$ cat src/rtl/rcm_pkg.sv
// Constants shared by the register checksum monitor
// Overview of operation
// - Two 8-bit results are kept, a first-pass sum and a continuing sum over all user registers and frame memory.
// - Starting a new calculation clears both results to zero.
// - Only a host write to a user register starts a new calculation, never a host read.
// - A host write during a calculation aborts it and restarts summation from the first byte.
// - The first completed sum is stored as the first-pass result and held until a later write clears it for a new first pass.
// - The first-pass result is readable no later than 150 ms after the last host write.
// - After the first pass summing continues and each later pass overwrites the continuing result.
// - The continuing result is first readable no later than 300 ms after the last host write.
// - Each stored continuing sum is compared with the first-pass sum and bit 0 of the diagnostic byte is updated.
// - The first comparison ends within 300 ms of the last write and later ones follow at most 150 ms apart.
// - Carries above 8 bits are dropped, so each result is the byte sum modulo 256.
// - The engine runs only while out of sleep and halts in sleep.
// - The accumulator is cleared to zero right after its value moves into a result.
// - Three host read commands return the first-pass sum, the continuing sum and the diagnostic byte.
// - After the first continuing pass the sum, store and compare cycle repeats without end.
package rcm_pkg;
	localparam int          CLK_HZ           = 40000000;
	localparam int          PASS_TIME_MS     = 150;
	localparam int          PASS_CYCLES_DEF  = (PASS_TIME_MS * (CLK_HZ / 1000));
	localparam int          SCAN_BYTES_DEF   = 1245184;
	localparam int          SCAN_AW          = 21;
	localparam int          DIV_W            = 32;
	localparam logic [7:0]  CMD_RD_FIRST     = 8'haa;
	localparam logic [7:0]  CMD_RD_CONT      = 8'haf;
	localparam logic [7:0]  CMD_RD_DIAG      = 8'h0f;
	localparam logic [7:0]  SUM_RESET        = 8'h00;
	localparam int          DIAG_MATCH_BIT   = 0;
	typedef enum logic [1:0] {
		RCM_IDLE,
		RCM_FIRST,
		RCM_RUN
	} rcm_state_t;
endpackage

$ cat src/rtl/rcm_monitor.sv
// Register checksum monitor: scans user registers and frame memory
`timescale 1ns/100ps
module rcm_monitor
	import rcm_pkg::*;
#(
	parameter int PASS_CYCLES = PASS_CYCLES_DEF,
	parameter int SCAN_BYTES  = SCAN_BYTES_DEF
)
(
	// Clock and reset
	input  wire logic               clk_sys_i,
	input  wire logic               sys_rst_i,
	// Host command port
	input  wire logic               cmd_wr_i,
	input  wire logic               cmd_rd_i,
	input  wire logic [7:0]         cmd_code_i,
	output logic      [7:0]         rd_data_o,
	output logic                    rd_valid_o,
	// Power state
	input  wire logic               sleep_out_i,
	// Byte scan of registers and frame memory
	output logic      [SCAN_AW-1:0] scan_addr_o,
	input  wire logic [7:0]         scan_data_i,
	output logic                    scan_en_o,
	// Status
	output logic      [7:0]         first_pass_sum_o,
	output logic      [7:0]         running_pass_sum_o,
	output logic                    sum_match_flag_o
);
	localparam int STEP_DIV = (PASS_CYCLES / SCAN_BYTES) < 1 ? 1
		: (PASS_CYCLES / SCAN_BYTES);
	localparam logic [SCAN_AW-1:0] LAST_ADDR = SCAN_AW'(SCAN_BYTES - 1);

	rcm_state_t         state_reg;
	logic [SCAN_AW-1:0] addr_reg;
	logic [7:0]         acc_reg;
	logic [7:0]         first_reg;
	logic [7:0]         cont_reg;
	logic               match_reg;
	logic               step;
	logic               pass_end;
	logic [7:0]         sum_next;
	logic               running;

	function automatic logic [7:0] add8(input logic [7:0] a,
		input logic [7:0] b);
		add8 = 8'(a + b);
	endfunction

	assign running  = (state_reg != RCM_IDLE) && sleep_out_i;
	assign sum_next = add8(acc_reg, scan_data_i);
	assign pass_end = step && (addr_reg == LAST_ADDR);

	rcm_step_div #(
		.DIV       (STEP_DIV)
	) u_div (
		.clk_sys_i (clk_sys_i),
		.sys_rst_i (sys_rst_i),
		.restart_i (cmd_wr_i),
		.run_i     (running),
		.step_o    (step)
	);

	// Sequence: a write restarts from the first pass
	always_ff @(posedge clk_sys_i)
	begin
		if (sys_rst_i)
			state_reg <= RCM_IDLE;
		else if (cmd_wr_i)
			state_reg <= RCM_FIRST;
		else if (pass_end)
			state_reg <= RCM_RUN;
	end

	// Fixed ascending scan order
	always_ff @(posedge clk_sys_i)
	begin
		if (sys_rst_i || cmd_wr_i)
			addr_reg <= '0;
		else if (step)
			addr_reg <= pass_end ? '0 : addr_reg + 1'b1;
	end

	always_ff @(posedge clk_sys_i)
	begin
		if (sys_rst_i || cmd_wr_i)
			acc_reg <= SUM_RESET;
		else if (pass_end)
			acc_reg <= SUM_RESET;
		else if (step)
			acc_reg <= sum_next;
	end

	always_ff @(posedge clk_sys_i)
	begin
		if (sys_rst_i || cmd_wr_i)
			first_reg <= SUM_RESET;
		else if (pass_end && state_reg == RCM_FIRST)
			first_reg <= sum_next;
	end

	always_ff @(posedge clk_sys_i)
	begin
		if (sys_rst_i || cmd_wr_i)
		begin
			cont_reg  <= SUM_RESET;
			match_reg <= 1'b0;
		end
		else if (pass_end && state_reg == RCM_RUN)
		begin
			cont_reg  <= sum_next;
			match_reg <= (sum_next == first_reg);
		end
	end

	// Read commands answer one cycle later
	always_ff @(posedge clk_sys_i)
	begin
		if (sys_rst_i)
		begin
			rd_data_o  <= SUM_RESET;
			rd_valid_o <= 1'b0;
		end
		else
		begin
			rd_valid_o <= cmd_rd_i;
			if (cmd_rd_i)
			begin
				unique case (cmd_code_i)
					CMD_RD_FIRST: rd_data_o <= first_reg;
					CMD_RD_CONT:  rd_data_o <= cont_reg;
					CMD_RD_DIAG:  rd_data_o <= 8'(match_reg) << DIAG_MATCH_BIT;
					default:      rd_data_o <= SUM_RESET;
				endcase
			end
		end
	end

	assign scan_addr_o        = addr_reg;
	assign scan_en_o          = step;
	assign first_pass_sum_o   = first_reg;
	assign running_pass_sum_o = cont_reg;
	assign sum_match_flag_o   = match_reg;
endmodule

$ cat src/rtl/rcm_step_div.sv
// Step enable divider for the checksum scan
`timescale 1ns/100ps
module rcm_step_div
	import rcm_pkg::*;
#(
	parameter int DIV = 4
)
(
	// Clock and reset
	input  wire logic clk_sys_i,
	input  wire logic sys_rst_i,
	// Control
	input  wire logic restart_i,
	input  wire logic run_i,
	output logic      step_o
);
	localparam logic [DIV_W-1:0] LAST = DIV_W'(DIV - 1);
	logic [DIV_W-1:0] cnt_reg;

	always_ff @(posedge clk_sys_i)
	begin
		if (sys_rst_i || restart_i)
			cnt_reg <= '0;
		else if (run_i)
			cnt_reg <= (cnt_reg == LAST) ? '0 : cnt_reg + 1'b1;
	end

	assign step_o = run_i && !restart_i && (cnt_reg == LAST);
endmodule

$ cat config.mk
export PLATFORM = sky130hd
export DESIGN_NAME = rcm_monitor
export DESIGN_NICKNAME = d
export VERILOG_FILES = /design/src/rtl/rcm_pkg.sv /design/src/rtl/rcm_monitor.sv /design/src/rtl/rcm_step_div.sv
export SDC_FILE = /design/constraint.sdc
export NUM_CORES = 1
export LEC_CHECK = 0
export BUFFER_PORTS_ARGS = -buffer_cell sky130_fd_sc_hd__buf_2
export CAP_MARGIN = 20
export CORE_MARGIN = 8
export CORE_UTILIZATION = 45
export CTS_BUF_LIST = sky130_fd_sc_hd__clkbuf_4 sky130_fd_sc_hd__clkbuf_8
export CTS_CLUSTER_SIZE = 8
export DETAILED_ROUTE_END_ITERATION = 7
export GPL_ROUTABILITY_DRIVEN = 0
export PLACE_DENSITY = 0.71
export SLEW_MARGIN = 20
export SYNTH_ARGS = -nofsm -noshare
export SYNTH_HDL_FRONTEND = slang
export SYNTH_SLANG_ARGS = --single-unit
$ cat constraint.sdc
create_clock -name clk_sys_i -period 2.6 [get_ports clk_sys_i]
set_input_delay 0.26 -clock clk_sys_i [delete_from_list [all_inputs] [get_ports clk_sys_i]]
set_output_delay 0.26 -clock clk_sys_i [all_outputs]
set_load 0.1 [all_outputs]
* After elaboration in Yosys (flattened, before gate mapping)
Index checks and enable logic that the tools add are counted.
Cells by class: equal/unequal tests 8, reduce and logical (&&, ||, !) cells 12, add/sub/neg operators 3, multiplexer cells 5
Operator list (count):
- 32-bit by 1-bit adder with 32-bit output (second input constant) | 1
- 32-bit by 2-bit == test with 1-bit output (second input constant) | 1
- 32-bit 2-to-1 mux | 1
- 8-bit case mux with 3 select lines | 1
- 21-bit by 1-bit adder with 21-bit output (second input constant) | 1
- 21-bit == test (second input constant) | 1
- 21-bit 2-to-1 mux | 1
- 8-bit == test (second input constant) | 2
- 8-bit adder | 1
- 8-bit by 4-bit == test with 1-bit output (second input constant) | 1
- 8-bit == test | 1
- 1-bit logical AND | 6
- 2-bit nonzero test | 2
- 2-bit OR reduction | 2
- 2-bit by 1-bit == test with 1-bit output (second input constant) | 1
- 2-bit == test (second input constant) | 1
- 1-bit 2-to-1 mux | 2
- 1-bit logical NOT | 1
- 1-bit logical OR | 1
Storage, ports and cells: input bits 21, word-level logic and storage cells 38, output and inout bits 48, register bits 89

* Logic depth before layout (Yosys ltp)
word-level depth 7, mapped depth 8, gate-level depth less buffers 8

* Modules after synthesis
Synthesis repeated with hierarchy kept, for this count alone.
Second synthesis, totals: cells, all modules 484, area, all modules 4315.4 um^2
Modules (own cells, without submodules):
- rcm_monitor | area each 2750.1 um^2, cells each 301, seq. area each 1141.1 um^2, instances 1
- rcm_step_div | area each 1565.3 um^2, cells each 183, seq. area each 640.6 um^2, instances 1

* Worst setup path after synthesis
Ideal clock, no wire load.
kind register to register, start point reg addr_reg[2] (netlist: scan_addr_o[2]), end point reg first_reg[7] (netlist: first_pass_sum_o[7]), setup time 86 ps, cell stages (with the launch flop) 8, setup slack 34 ps, data required time 2514 ps, arrival time 2480 ps, buffers on the path 1, clock period less this slack 2566 ps, cell sequence dfxtp_1 -> and4_1 -> and2_0 -> nand3b_2 -> and4bb_1 -> buf_2 -> nor2_1 -> a211oi_1
Between the ends: word-level cells in the longest chain between the ends 3
RTL lines:
- start: declaration | RTL line rcm_monitor.sv:35 | logic [SCAN_AW-1:0] addr_reg;
- start signal: assignment | RTL line rcm_monitor.sv:81 | addr_reg <= pass_end ? '0 : addr_reg + 1'b1;
- 21-bit == test | RTL line rcm_monitor.sv:52 | assign pass_end = step && (addr_reg == LAST_ADDR);
- 1-bit logical AND | RTL line rcm_monitor.sv:52
- 1-bit logical AND | RTL line rcm_monitor.sv:98 | else if (pass_end && state_reg == RCM_FIRST)
- end signal: assignment | RTL line rcm_monitor.sv:99 | first_reg <= sum_next;
- end: declaration | RTL line rcm_monitor.sv:37 | logic [7:0] first_reg;
Every way passes these cells. A chain may end at the register's enable or synchronous reset.

* Worst setup path after layout
start point reg u_div.cnt_reg[26], end point out scan_en_o
Between the ends: word-level cells in the longest chain between the ends 2
RTL lines:
- start: declaration | RTL line rcm_step_div.sv:18 | logic [DIV_W-1:0] cnt_reg;
- start signal: assignment | RTL line rcm_step_div.sv:25 | cnt_reg <= (cnt_reg == LAST) ? '0 : cnt_reg + 1'b1;
- 32-bit by 2-bit == test with 1-bit output | RTL line rcm_step_div.sv:28 | assign step_o = run_i && !restart_i && (cnt_reg == LAST);
- 1-bit logical AND | RTL line rcm_step_div.sv:28
- end: declaration | RTL line rcm_monitor.sv:24 | output logic scan_en_o,
Every way passes these cells.

==> results.cfg <==
[sta]
hold_violations = 0
grt_setup_unrepaired = false
setup_violations = 0
fmax_mhz = 399
finalClockSkew_ns = 0.0162
setup_tns_ns = 0
fin_crit_sh_pct = 96.5
maxSlewViolCount = 0
slew_headroom_pct = 63.8
min_period_ns = 2.51
worst_pin_slew_ns = 0.540

[yosys]
avgSynthCellArea_um2 = 8.77
synth-async-reset-ratio_pct = 0
syn-num-nets = 531
synth_cell_types = 53
yosysSeqAreaShare_pct = 40.6
syn_inst = 500
synthTopCellsByCount = nor2_1, dfxtp_1, xor2_1, nand2_1, xnor2_1
syn_area_um2 = 4390
synth_top_area_share_pct = 40.6
synth_edf_count = 0
ys.flop_type = dfxtp_1
yosysTopAreaCell = dfxtp_1
yosys_warnings = 0
synth_seq_cells = 89
synth.most_common_cell = nor2_1
synth_area_leaders = dfxtp_1, nor2_1, xor2_1

[setup_path]
cpMaxStageDelayCell = or4_1
crit_path_start_kind = register
slowest_delay_ns = 0.51
worst-path-max-fanout = 5
critPathKind = reg -> out
end_kind = primary output
cp.required_ns = 2.34
crit_chain = nor4_1 -> nand4_1 -> or4_1 -> inv_1 -> buf_12
cp.arrival_ns = 2.25

[global_routing]
grt_overflow = 0
grt_pass1_vias = 3503
grt_util_all_layers_pct = 14.7
grt_pass1_wl_um = 16000
grt_max_degree = 33
antenna_found_initial = 1

[placed_design]
dp_hpwl_um = 7220
dp.cells = 689
port_buffers = 68

[layout]
largest_reg_flops = 32
nFillCells = 896
final-instance-count-excl-fill = 706
syn2layout_area_growth_pct = 16.8
fin_nets = 598
drive_gt1_share_pct = 19.1

[drt]
drt_iter0_markers = 218
vias_per_cell = 5.18
drt-pass1-iter-count = 5
routedWlPerCell_um = 13.6
drc = 0
final_antenna_net_count = 0
num_vias = 3657
routed_wl_um = 9610

[die]
core_area_um2 = 9640
start_util_pct = 45.5
io_pins = 69
row_count = 36
dieArea_um2 = 13200
fp.dieW_um = 115
die_h_um = 115

[clock_network]
max-clock-path-buffers = 2
h-tree-depth = 3
cts_resized = 0
numCtsBuffers = 9
postCtsSetupRepairBufs = 0
clock-sinks = 89
cts_tree = done
clock_latency_ns = 0.36
postCtsHoldBufs = 0
cts-root-buf = clkbuf_8
clkTransAtPathRegs_ns = 0.09

[power]
intPower_w = 0.00207
power.density_nw_per_um2 = 529
peakVddDrop_uv = 228
switchingPower_w = 0.000645
seqPwrFrac_pct = 50.8
power_leakage_nw = 1.95
p_comb_share_pct = 6.1
pwr-share-clk_pct = 43.2
swShare_pct = 23.8

[min_path]
min_path_type = in -> reg

[flow_run]
max_cap_violations = 0

[status]
status = completed
metrics by stage:
stage	util (%)	instance area, um2	setup slack [ns]	hold slack (ns)	total power (W)
global route	53.1	5120	0.0155	0.227	0.00281
finish	53.2	5120	0.0916	0.221	0.00271
detailed placement	50.6	4870	0.225	0.477	0.00157
floorplan	-	4390	0.0345	0.422	0.00153
CTS	53.1	5120	0.0854	0.213	0.00273
global placement	50.6	4870	0.302	0.471	0.00157
area by class of cell:
| type | instances | area (um2) | area share, % |
|---|---|---|---|
| Sequential cell | 89 | 1780 | 34.8 |
| Clock buffer | 9 | 124 | 2.42 |
| Inverter | 8 | 30.0 | 0.586 |
| Timing Repair Buffer | 78 | 430 | 8.40 |
| Clock inverter | 7 | 124 | 2.42 |
| Multi-Input combinational cell | 381 | 2470 | 48.1 |
| Tap cell | 133 | 166 | 3.25 |
| Antenna cell | 1 | 2.50 | 0.0488 |
worst max-delay path, delay by kind of cell (launching register included):
kind	cells	cell delay [ns]
buf+inv	2	0.32
simple gates	3	1.22
flops	1	0.35
cells in the final DEF (no fill, tap or decap), drive strengths merged, types with 13 or more instances in the layout:
cell type,n
nand3,19
nor4,13
mux2i,15
a21oi,16
dfxtp,89
nor2,103
xor2,38
nand2,33
buf,78
xnor2,21
a211oi,17
nand4,21
kinds of logic (layout without fill, tap and decap cells):
group                      count (synthesis)  in the layout  share of synthesized area [%]
DFF                                       89             89                           40.6
other                                      0              1                              0
adders and majority gates                 10             10                           3.02
and+or+nand+nor                          236            236                           27.9
xor gates and xnor gates                  61             61                           12.8
buffers and inverters                     30            102                           3.17
AOI/OAI and AO/OA                         59             59                           9.07
muxes                                     15             15                           3.42
power groups by stage:
stage	logic, W	clock network (W)	registers [W]
detailed placement	0.000165	0	0.00141
global route	0.000177	0.00125	0.00138
finish	0.000165	0.00117	0.00138
global placement	0.000162	0	0.00141
CTS	0.000165	0.00119	0.00138
floorplan	0.0000723	0	0.00146
path summary, 6_finish.rpt:
check,start,end,slack [ns],cells past startpoint
worst max-delay path,u_div.cnt_reg[26],scan_en_o,0.09,5
worst min-delay path,cmd_wr_i,state_reg[0],0.22,3
worst max register to register,acc_reg[0],sum_match_flag_o,0.24,8
worst min register to register,rd_data_o[2],rd_data_o[2],0.49,2
layer usage:
metal	GRT usage (%)	share of wire, %
met3	3.26	5.9
met4	5.95	0.65
met5	0	0.14
met1	18.1	47
met2	24.3	47
Note: power is estimated with default switching activity, not from simulation.
